[src/shared/pms_regs.svh]
// register offsets, field positions, reset values and timing counts of the mode sequencer
// assumes a 40 MHz ref_clk; included by the controller
// Functional notes
// - pin select clear: bus mode bits choose mode
// - pin select set: mode pins choose mode
// - voltage transition starts on switch command
// - mode switch enables new rails before disabling
// - start in mode 0, pin select cleared
// - mode pins decode binary, high pin MSB
// - reset low on enabled rail out of window
// - disabled rails never assert reset
// - reset low until sequenced rails reach 90%
// - watchdog expiry asserts reset when enabled
// - reset released once all causes clear
// - rails in transition do not assert reset
// - ship bit: power down, ship, defaults
// - ship exit on short key or charger
// - charger attach: charge, exit select decides power-up
// - per-mode watchdog duration, expiry raises flag
// - expiry loads mode 0, charge inhibit bit
// - watchdog restarts on clear code or mode change
// - per-mode rail enables, optional active discharge
// - gated power-good status, flag on change
// - filtered key or charger starts power-up
// - factory power-up order, power-down reversed
// - filtered key fall clears mode 0 pin select
// - long key press resets and cycles rails
`ifndef PMS_REGS_SVH
`define PMS_REGS_SVH
`define PMS_WDCLR_ADDR 8'h0d
`define PMS_PGSTAT_ADDR 8'h20
`define PMS_CTRL_ADDR 8'h21
`define PMS_MODECFG_ADDR 8'h22
`define PMS_DISCH_ADDR 8'h26
`define PMS_IRQMASK_ADDR 8'h27
`define PMS_IRQFLAG_ADDR 8'h28
`define PMS_WDCLR_CODE 3'h1
`define PMS_CFG_WDSEL_LSB 4
`define PMS_CFG_PINSEL 6
`define PMS_CFG_SHIP 7
`define PMS_CTRL_EXITSEL 2
`define PMS_CTRL_CHGINH 3
`define PMS_CTRL_PWRDN 4
`define PMS_CTRL_PGEN 5
`define PMS_CTRL_LONG_LSB 6
`define PMS_MODECFG_RST 8'h0f
`define PMS_CTRL_RST 8'h20
`define PMS_DISCH_RST 4'hf
`define PMS_ORDER_RST 8'he4
`define PMS_CLK_KHZ 40000
`define PMS_KEY_FILTER_US 200
`define PMS_KEY_FILTER_CYC ((`PMS_KEY_FILTER_US * `PMS_CLK_KHZ + 999) / 1000)
`define PMS_MS_TICK_CYC `PMS_CLK_KHZ
`define PMS_LONG_STEP_S 4
`define PMS_LONG_STEP_MS (`PMS_LONG_STEP_S * 1000)
`define PMS_WD_MS1 1000
`define PMS_WD_MS2 4000
`define PMS_WD_MS3 16000
`endif

[src/shared/pms_pkg.sv]
// types shared by the mode sequencer and its bench
// assumes pms_regs.svh is on the include path
package pms_pkg;
  typedef enum logic [2:0] {ST_UNPOW, ST_PWRUP, ST_ON, ST_MSWUP, ST_PWRDN, ST_SHIP, ST_WAITKEY} pms_state_t;
  typedef struct packed {
    logic chargerInputSupply;
    logic systemNodeAboveUvlo;
    logic powerKeyN;
    logic modePinHigh;
    logic modePinLow;
    logic [3:0] railAbove90;
    logic [3:0] railAbove110;
    logic [3:0] railInTransition;
    logic [3:0] railStepDown;
  } pms_pins_t;
  typedef struct packed {
    logic wrEn;
    logic rdEn;
    logic [7:0] addr;
    logic [7:0] wrData;
  } pms_regreq_t;
  typedef struct packed {
    pms_state_t state;
    pms_pins_t s1;
    pms_pins_t s2;
    logic [1:0] mode;
    logic [1:0] step;
    logic [3:0] railEn;
    logic [3:0] rampMask;
    logic [3:0][7:0] modeCfg;
    logic [7:0] ctrl;
    logic [7:0] wdClr;
    logic [3:0] disch;
    logic [1:0] irqMask;
    logic [1:0] irqFlags;
    logic [3:0] pgStat;
    logic [15:0] tickCnt;
    logic [15:0] keyCnt;
    logic keyDone;
    logic longDone;
    logic [15:0] pressMs;
    logic [15:0] wdMs;
    logic wdHold;
    logic chgSusp;
    logic chgPrev;
    logic shipGo;
    logic cycleGo;
    logic rstOeN;
    logic rstOut;
    logic [3:0] discharge;
    logic chargeEn;
    logic irqOut;
    logic [7:0] rdData;
    logic rdValid;
    logic shipOut;
  } pms_st_t;
endpackage

[src/rtl/pms_mode_seq.sv]
// mode selection, rail sequencing, system reset, ship mode and watchdog of the power manager
// assumes analog comparators and key/mode pins are asynchronous; register port comes from the serial slave
`timescale 1ns/100ps
`default_nettype none
`include "pms_regs.svh"
module pms_mode_seq
  import pms_pkg::*;
#(
  parameter int KEY_FILTER_CYC = `PMS_KEY_FILTER_CYC,
  parameter int MS_TICK_CYC = `PMS_MS_TICK_CYC,
  parameter int LONG_STEP_MS = `PMS_LONG_STEP_MS,
  parameter int WD_MS1 = `PMS_WD_MS1,
  parameter int WD_MS2 = `PMS_WD_MS2,
  parameter int WD_MS3 = `PMS_WD_MS3,
  parameter logic [7:0] PWRUP_ORDER = `PMS_ORDER_RST
) (
  input wire logic ref_clk,
  input wire logic rst,
  input wire pms_pins_t pins,
  input wire pms_regreq_t regReq,
  input wire logic sysRstIn,
  output logic sysRstOut,
  output logic sysRstOe_n,
  output logic [3:0] railEnable,
  output logic [3:0] railDischarge,
  output logic [1:0] activeMode,
  output logic chargeEnable,
  output logic irqOut,
  output logic inShip,
  output logic [7:0] rdData,
  output logic rdValid
);
  pms_st_t ctlReg;
  pms_st_t ctlNext;
  logic tick;
  logic keyFall;
  logic keyShort;
  logic keyLong;
  logic [7:0] cfg;
  logic [1:0] reqMode;
  logic [3:0] railBad;
  logic [1:0] seqRail;
  logic [15:0] longLimit;
  logic [15:0] wdLimit;
  logic wdExp;
  logic modeGo;
  logic chgAttach;
  logic seqBusy;
  logic wdRestart;

  // a mode register is any of the four consecutive slots
  function automatic logic isModeCfg(input logic [7:0] a);
    isModeCfg = (a >= `PMS_MODECFG_ADDR) && (a < `PMS_MODECFG_ADDR + 8'h04);
  endfunction

  function automatic pms_st_t regDefaults(input pms_st_t s);
    pms_st_t d;
    d = s;
    d.modeCfg = {4{`PMS_MODECFG_RST}};
    d.ctrl = `PMS_CTRL_RST;
    d.wdClr = 8'h00;
    d.disch = `PMS_DISCH_RST;
    d.irqMask = 2'h0;
    d.mode = 2'h0;
    return d;
  endfunction

  assign sysRstOut = ctlReg.rstOut;
  assign sysRstOe_n = ctlReg.rstOeN;
  assign railEnable = ctlReg.railEn;
  assign railDischarge = ctlReg.discharge;
  assign activeMode = ctlReg.mode;
  assign chargeEnable = ctlReg.chargeEn;
  assign irqOut = ctlReg.irqOut;
  assign inShip = ctlReg.shipOut;
  assign rdData = ctlReg.rdData;
  assign rdValid = ctlReg.rdValid;

  always_comb begin
    ctlNext = ctlReg;
    ctlNext.s1 = pins;
    ctlNext.s2 = ctlReg.s1;
    ctlNext.rdValid = 1'b0;
    keyFall = 1'b0;
    keyShort = 1'b0;
    keyLong = 1'b0;
    wdExp = 1'b0;
    modeGo = 1'b0;
    wdRestart = 1'b0;
    cfg = ctlReg.modeCfg[ctlReg.mode];
    seqRail = PWRUP_ORDER[{ctlReg.step, 1'b0} +: 2];
    chgAttach = ctlReg.s2.chargerInputSupply & ~ctlReg.chgPrev;
    ctlNext.chgPrev = ctlReg.s2.chargerInputSupply;
    tick = (ctlReg.tickCnt == 16'(MS_TICK_CYC - 1));
    ctlNext.tickCnt = tick ? 16'h0000 : ctlReg.tickCnt + 16'h0001;
    // widen before adding one, so the longest setting cannot wrap to zero
    longLimit = 16'(LONG_STEP_MS) * ({14'h0000, ctlReg.ctrl[`PMS_CTRL_LONG_LSB +: 2]} + 16'h0001);

    // key filter: a fall counts only after staying low the whole filter time
    if (ctlReg.s2.powerKeyN) begin
      keyShort = ctlReg.keyDone & ~ctlReg.longDone;
      ctlNext.keyCnt = 16'h0000;
      ctlNext.keyDone = 1'b0;
      ctlNext.longDone = 1'b0;
      ctlNext.pressMs = 16'h0000;
    end else if (!ctlReg.keyDone) begin
      ctlNext.keyCnt = ctlReg.keyCnt + 16'h0001;
      if (ctlReg.keyCnt == 16'(KEY_FILTER_CYC - 1)) begin
        ctlNext.keyDone = 1'b1;
        keyFall = 1'b1;
      end
    end else if (tick && !ctlReg.longDone) begin
      ctlNext.pressMs = ctlReg.pressMs + 16'h0001;
      if (ctlReg.pressMs + 16'h0001 >= longLimit) begin
        ctlNext.longDone = 1'b1;
        keyLong = 1'b1;
      end
    end

    // register writes come first so that hardware events below win over a clear
    if (regReq.wrEn) begin
      if (regReq.addr == `PMS_WDCLR_ADDR) begin
        ctlNext.wdClr = regReq.wrData;
        if (regReq.wrData[2:0] == `PMS_WDCLR_CODE) begin
          wdRestart = 1'b1;
          ctlNext.chgSusp = 1'b0;
        end
      end else if (regReq.addr == `PMS_CTRL_ADDR) begin
        ctlNext.ctrl = regReq.wrData;
      end else if (isModeCfg(regReq.addr)) begin
        ctlNext.modeCfg[regReq.addr[1:0] - 2'h2] = regReq.wrData;
      end else if (regReq.addr == `PMS_DISCH_ADDR) begin
        ctlNext.disch = regReq.wrData[3:0];
      end else if (regReq.addr == `PMS_IRQMASK_ADDR) begin
        ctlNext.irqMask = regReq.wrData[1:0];
      end else if (regReq.addr == `PMS_IRQFLAG_ADDR) begin
        ctlNext.irqFlags = ctlReg.irqFlags & ~regReq.wrData[1:0];
      end
    end
    if (regReq.rdEn) begin
      ctlNext.rdValid = 1'b1;
      if (regReq.addr == `PMS_WDCLR_ADDR) begin
        ctlNext.rdData = ctlReg.wdClr;
      end else if (regReq.addr == `PMS_PGSTAT_ADDR) begin
        ctlNext.rdData = {4'h0, ctlReg.pgStat};
      end else if (regReq.addr == `PMS_CTRL_ADDR) begin
        ctlNext.rdData = ctlReg.ctrl;
      end else if (isModeCfg(regReq.addr)) begin
        ctlNext.rdData = ctlReg.modeCfg[regReq.addr[1:0] - 2'h2];
      end else if (regReq.addr == `PMS_DISCH_ADDR) begin
        ctlNext.rdData = {4'h0, ctlReg.disch};
      end else if (regReq.addr == `PMS_IRQMASK_ADDR) begin
        ctlNext.rdData = {6'h00, ctlReg.irqMask};
      end else if (regReq.addr == `PMS_IRQFLAG_ADDR) begin
        ctlNext.rdData = {6'h00, ctlReg.irqFlags};
      end else begin
        ctlNext.rdData = 8'h00;
      end
    end

    // pin path and bus path never mix: the live mode's own bit picks one
    reqMode = cfg[`PMS_CFG_PINSEL] ? {ctlReg.s2.modePinHigh, ctlReg.s2.modePinLow}
                                   : ctlReg.ctrl[1:0];

    // watchdog counts ms ticks only while the live mode enables it
    case (cfg[`PMS_CFG_WDSEL_LSB +: 2])
      2'h1: wdLimit = 16'(WD_MS1);
      2'h2: wdLimit = 16'(WD_MS2);
      2'h3: wdLimit = 16'(WD_MS3);
      default: wdLimit = 16'h0000;
    endcase
    if (ctlReg.state != ST_ON || wdLimit == 16'h0000 || wdRestart) begin
      ctlNext.wdMs = 16'h0000;
    end else if (ctlReg.wdMs >= wdLimit) begin
      wdExp = 1'b1;
    end else if (tick) begin
      ctlNext.wdMs = ctlReg.wdMs + 16'h0001;
    end
    if (tick && ctlReg.wdHold) begin
      ctlNext.wdHold = 1'b0;
    end

    case (ctlReg.state)
      ST_UNPOW: begin
        if (ctlReg.s2.chargerInputSupply || ctlReg.s2.systemNodeAboveUvlo) begin
          ctlNext.state = ST_PWRUP;
          ctlNext.step = 2'h0;
        end
      end
      ST_PWRUP: begin
        ctlNext.railEn[seqRail] = cfg[seqRail];
        if (!cfg[seqRail] || ctlReg.s2.railAbove90[seqRail]) begin
          ctlNext.step = ctlReg.step + 2'h1;
          if (ctlReg.step == 2'h3) begin
            ctlNext.state = ST_ON;
          end
        end
      end
      ST_ON: begin
        if (cfg[`PMS_CFG_SHIP]) begin
          ctlNext.state = ST_PWRDN;
          ctlNext.shipGo = 1'b1;
          ctlNext.step = 2'h3;
        end else if (ctlReg.ctrl[`PMS_CTRL_PWRDN]) begin
          ctlNext.ctrl[`PMS_CTRL_PWRDN] = 1'b0;
          ctlNext.state = ST_PWRDN;
          ctlNext.step = 2'h3;
        end else if (keyLong) begin
          ctlNext.state = ST_PWRDN;
          ctlNext.cycleGo = 1'b1;
          ctlNext.step = 2'h3;
        end else if (wdExp) begin
          ctlNext.irqFlags[0] = 1'b1;
          ctlNext.wdHold = 1'b1;
          ctlNext.chgSusp = ctlReg.ctrl[`PMS_CTRL_CHGINH];
          ctlNext.ctrl[1:0] = 2'h0;
          ctlNext.mode = 2'h0;
          ctlNext.wdMs = 16'h0000;
          ctlNext.railEn = ctlReg.railEn | ctlReg.modeCfg[0][3:0];
          ctlNext.rampMask = ctlReg.modeCfg[0][3:0] & ~ctlReg.railEn;
          ctlNext.state = ST_MSWUP;
        end else if (reqMode != ctlReg.mode) begin
          modeGo = 1'b1;
          ctlNext.mode = reqMode;
          ctlNext.wdMs = 16'h0000;
          ctlNext.railEn = ctlReg.railEn | ctlReg.modeCfg[reqMode][3:0];
          ctlNext.rampMask = ctlReg.modeCfg[reqMode][3:0] & ~ctlReg.railEn;
          ctlNext.state = ST_MSWUP;
        end
        if (keyFall) begin
          ctlNext.modeCfg[0][`PMS_CFG_PINSEL] = 1'b0;
        end
      end
      ST_MSWUP: begin
        // new mode requests stay pending here and are taken back in ST_ON
        if ((ctlReg.rampMask & ~ctlReg.s2.railAbove90) == 4'h0) begin
          ctlNext.railEn = cfg[3:0];
          ctlNext.rampMask = 4'h0;
          ctlNext.state = ST_ON;
        end
      end
      ST_PWRDN: begin
        ctlNext.railEn[seqRail] = 1'b0;
        if (!ctlReg.s2.railAbove90[seqRail]) begin
          ctlNext.step = ctlReg.step - 2'h1;
          if (ctlReg.step == 2'h0) begin
            ctlNext.step = 2'h0;
            ctlNext.shipGo = 1'b0;
            ctlNext.cycleGo = 1'b0;
            if (ctlReg.shipGo) begin
              ctlNext = regDefaults(ctlNext);
              ctlNext.state = ST_SHIP;
            end else if (ctlReg.cycleGo) begin
              ctlNext = regDefaults(ctlNext);
              ctlNext.state = ST_PWRUP;
            end else begin
              ctlNext.state = ST_WAITKEY;
            end
          end
        end
      end
      ST_SHIP: begin
        if (keyShort) begin
          ctlNext.state = ST_PWRUP;
        end else if (chgAttach) begin
          ctlNext.chgSusp = 1'b0;
          ctlNext.state = ctlReg.ctrl[`PMS_CTRL_EXITSEL] ? ST_WAITKEY : ST_PWRUP;
        end
      end
      ST_WAITKEY: begin
        if (keyFall) begin
          ctlNext.state = ST_PWRUP;
        end
      end
      default: begin
        ctlNext.state = ST_UNPOW;
      end
    endcase

    ctlNext.shipOut = (ctlNext.state == ST_SHIP);
    // a rail still ramping up in a mode switch is not a fault yet
    railBad = ctlReg.railEn & ~ctlReg.rampMask & ~ctlReg.s2.railInTransition
              & (~ctlReg.s2.railAbove90 | ctlReg.s2.railAbove110);
    seqBusy = (ctlReg.state != ST_ON) && (ctlReg.state != ST_MSWUP);
    ctlNext.rstOeN = ~(seqBusy | (|railBad) | ctlReg.wdHold);
    ctlNext.rstOut = 1'b0;

    // steady state watches only the low threshold
    ctlNext.pgStat = (ctlReg.ctrl[`PMS_CTRL_PGEN] && ctlReg.state == ST_ON) ?
                     (ctlReg.railEn & ctlReg.s2.railAbove90 & ~ctlReg.s2.railInTransition) : 4'h0;
    if (ctlNext.pgStat != ctlReg.pgStat) begin
      ctlNext.irqFlags[1] = 1'b1;
    end
    ctlNext.irqOut = |(ctlReg.irqFlags & ctlReg.irqMask);
    ctlNext.discharge = ctlReg.disch & (~ctlReg.railEn | (ctlReg.s2.railInTransition & ctlReg.s2.railStepDown));
    ctlNext.chargeEn = ctlReg.s2.chargerInputSupply & ~ctlReg.chgSusp;
  end

  always_ff @(posedge ref_clk) begin
    if (rst) begin
      ctlReg <= regDefaults('0);
    end else begin
      ctlReg <= ctlNext;
    end
  end
endmodule
`default_nettype wire

[config.mk]
export PLATFORM = sky130hd
export DESIGN_NAME = pms_mode_seq
export DESIGN_NICKNAME = d
export VERILOG_FILES = /design/src/shared/pms_pkg.sv /design/src/rtl/pms_mode_seq.sv
export VERILOG_INCLUDE_DIRS = /design/src /design/src/shared
export SDC_FILE = /design/constraint.sdc
export NUM_CORES = 1
export LEC_CHECK = 0
export ABC_AREA = 0
export ABC_CLOCK_PERIOD_IN_PS = 7700
export BUFFER_PORTS_ARGS = -buffer_cell sky130_fd_sc_hd__buf_4
export CORE_ASPECT_RATIO = 2
export CORE_UTILIZATION = 25
export CTS_BUF_LIST = sky130_fd_sc_hd__clkbuf_16
export CTS_CLUSTER_DIAMETER = 80
export CTS_CLUSTER_SIZE = 30
export DETAILED_ROUTE_END_ITERATION = 16
export MAX_ROUTING_LAYER = met4
export PLACE_DENSITY_LB_ADDON = 0.2
export SLEW_MARGIN = 20
export SYNTH_ARGS = -nofsm -noshare
export SYNTH_HDL_FRONTEND = slang
export SYNTH_SLANG_ARGS = --single-unit
export TNS_END_PERCENT = 5
[constraint.sdc]
create_clock -name ref_clk -period 7.7 [get_ports ref_clk]
set_clock_uncertainty 0.15 [all_clocks]
set_input_delay 0.385 -clock ref_clk [delete_from_list [all_inputs] [get_ports ref_clk]]
set_output_delay 0.385 -clock ref_clk [all_outputs]
set_load 0.02 [all_outputs]
==> reports/summary.txt <==
Reg2Reg Setup Slack -> 2.82 ns
Critical path arrival -> 5.10 ns
RSZ-0062 raised after global routing -> false
Root buffer selected by CTS -> clkbuf_16
Synth cell types -> 77
Top_reg_cell synth -> dfxtp_1
Critical path fanouts, max -> 16
Final ANT Viol Nets -> 0
Area delta synth->final -> 12.8%
Final wirelength -> 30.3 mm
TNS Setup -> 0 ns
Setup repair bufs after CTS -> 0
Reg clk slew, reported paths -> 0.12 ns
Finished Core Util -> 28.7%
I/O pin count -> 66
TritonCTS Sinks -> 205
Worst Min Path Start -> pins[15]
# fillers -> 4478
Post-route clock period utilization -> 63.3%
Actual slew at the worst max-slew pin -> 1.16 ns
CP Data Required Time -> 7.92 ns
Max-Cap Viols -> 0
LEAKAGE -> 4.45 nW
Register area -> 4100 um^2
1st-pass router iterations -> 5
CTS Buf Count -> 11
Hold Crit Endpoint -> ctlReg[197]
# setup viols final -> 0
Mapped cell area -> 10500 um^2
Remaining global-route overflow -> 0
Final hold viol count -> 0
CP most frequent cell -> ha_1
Critical R2R Capture -> ctlReg[26]
Final setup margin -> 2.82 ns
Gr usage total -> 14.7%
Initial antenna violation count -> 0
Area of the multi-input gates -> 5920 um^2
Die ar. -> 42900 um^2
N_diodes -> 0
GP Congestion -> 0.874
Syn Area/Cell -> 8.98 um^2
Global-route wire length before repair -> 47.6 mm
DRC viols -> 0
Fraction of registers with async set/reset -> 0%
Hold_buf cts -> 18
Vias -> 8280
FMAX -> 205 MHz
Die span in x -> 147 um
Area leader, netlist -> dfxtp_1
TritonCTS clock tree -> yes
Instance count of the mapped netlist -> 1170
Largest net degree at the start of global routing -> 64
Power Density -> 157 nW/um^2
Startpoint types -> flop
Share of the synthesized area in the top cell type -> 39.1%
Worst Setup Path Type -> reg -> reg
Initial Utilization -> 25.5%
Crit-path cells -> inv_1 > ha_1 > xnor2_1 > ha_1 > inv_1 > fa_1 > xor2_1 > xnor2_1 > ha_1 > a21o_1 > a221o_1 > a21o_1 > o311ai_2 > and3_4 > a211o_1 > nor2_1
Slowest CP cell -> dfxtp_1
Worst Hold Class -> in -> reg
Synth Warn # -> 0
Post-DR vias/cell -> 4.78
Place WS -> 2.78 ns
EDFF count, synth -> 0
Vert. Die Dim -> 292 um
Avg WL per Cell -> 17.5 um
Final Power -> 1.87 mW
DP Wirelength -> 23.3 mm
Maximum clock path buffer count -> 3
Most frequent cells in the layout -> 205 x dfxtp_1, 145 x nor2_1, 106 x nand2_1, 68 x buf_4
DR iter-0 viols -> 320
Resized Gates After CTS -> 0
Worst hold stages -> 2
Synth area leaders -> dfxtp_1 39%, mux2i_1 5.3%, ha_1 5.2%
Outcome -> finished, final reports clean
Commonest non-fill, non-tap cell in the layout -> dfxtp_1
Buf/Inv on CP -> 2
Synthesized flop and latch total -> 205
Nets -> 1284
Max IR drop VDD -> 0.116 mV
Rows -> 105
Nature of the critical path endpoint -> flop
CTS H-tree depth -> 1
FF-to-FF Start -> ctlReg[115]
Tmin final -> 4.88 ns
Skew-Pair Late Insertion Delay -> 0.50 ns
Top Family by Delay on Critical Path -> compound AO/OA/AOI/OAI gates
Register area share after synthesis -> 39.1%
Crit-path max cell delay -> 0.54 ns
Share of cells above drive strength 1 -> 10.6%
Synthesized Nets -> 1258
Vias in the first global route -> 8468
Worst-case reg-to-reg path depth -> 16
Port Buffers -> 63
Total core area -> 41300 um^2
Max_slew headroom -> 22.6%
Max-slew violations -> 0
==> metal layers <==
layer  vias to the layer above  track usage, %  routed length, um
met5                         -               -                  0
met4                         0            9.10               1920
met3                        75            1.13                626
met2                       131            28.1              16600
met1                      3957            14.0              11100
li1                       4117               -                  -
==> report_power, final <==
group	switching, mW	internal [mW]	total (mW)
Combinational	0.0671	0.0524	0.120
Sequential	0.0146	1.08	1.09
Clock	0.381	0.271	0.652
Total	0.463	1.40	1.87
==> registers in the layout, summed over array words and instances, names as in the netlist, 2 cells and up, named ones only <==
| signal | count |
|---|---|
| activeMode | 2 |
| railDischarge | 4 |
| rdData | 8 |
| ctlReg | 182 |
==> cells by family after synthesis <==
logic type	Yosys count	share of synthesized area, %
AOI/OAI and AO/OA	165	11.1
xor gates and xnor gates	69	5.75
adders and majority gates	46	5.62
buffers and inverters	112	4.80
DFF	205	39.1
muxes	83	10.4
other	1	0.0357
and+or+nand+nor	489	23.2
==> through the flow <==
| stage | instances | hold slack (ns) | area [um^2] |
|---|---|---|---|
| final | 1733 | 0.00708 | 11800 |
| after global routing | 1733 | 0.00666 | 11800 |
| after CTS | 1733 | 0.00589 | 11800 |
| after detailed placement | 1700 | 0.273 | 11300 |
| after global placement | 1700 | 0.272 | 11300 |
| after floorplan | 1170 | 0.264 | 10500 |
==> cells in the mapped netlist, types with 6 or more instances <==
| cell | count |
|---|---|
| a21oi_1 | 42 |
| a31oi_1 | 6 |
| nand2b_1 | 24 |
| or3_1 | 11 |
| inv_1 | 39 |
| and3_1 | 14 |
| mux2i_1 | 56 |
| ha_1 | 44 |
| nor2b_1 | 56 |
| nor2_1 | 146 |
| buf_4 | 19 |
| nor3_1 | 28 |
| mux4_2 | 20 |
| a211oi_1 | 8 |
| dfxtp_1 | 205 |
| nand2_1 | 106 |
| mux2_2 | 6 |
| a21o_1 | 7 |
| nor4_1 | 8 |
| nand3_1 | 41 |
| xor2_1 | 39 |
| xnor2_1 | 30 |
| o21ai_0 | 22 |
| a21boi_0 | 7 |
| nand4_1 | 10 |
| clkbuf_1 | 45 |
==> worst max-delay path by stage <==
| stage | startpoint | endpoint | slack [ns] | cells after the start |
|---|---|---|---|---|
| 2_1_floorplan | ctlReg[115] | ctlReg[29] | 3.56 | 17 |
| 3_3_place_gp | ctlReg[115] | ctlReg[36] | 2.81 | 16 |
| 3_5_place_dp | ctlReg[115] | ctlReg[26] | 2.78 | 16 |
| 4_1_cts | ctlReg[115] | ctlReg[26] | 2.73 | 16 |
| 5_1_grt | ctlReg[115] | ctlReg[30] | 2.43 | 16 |
| 6_report | ctlReg[115] | ctlReg[26] | 2.82 | 16 |
==> layout make-up <==
class / instances / share of cell area [%]
sequential: 205 / 34.6
tap: 535 / 5.65
multi-input combinational: 853 / 49.9
clock buffer: 11 / 2.32
inverter: 39 / 1.24
timing repair buffer: 86 / 5.83
clock inverter: 4 / 0.380
(Power assumes the default switching activity.)
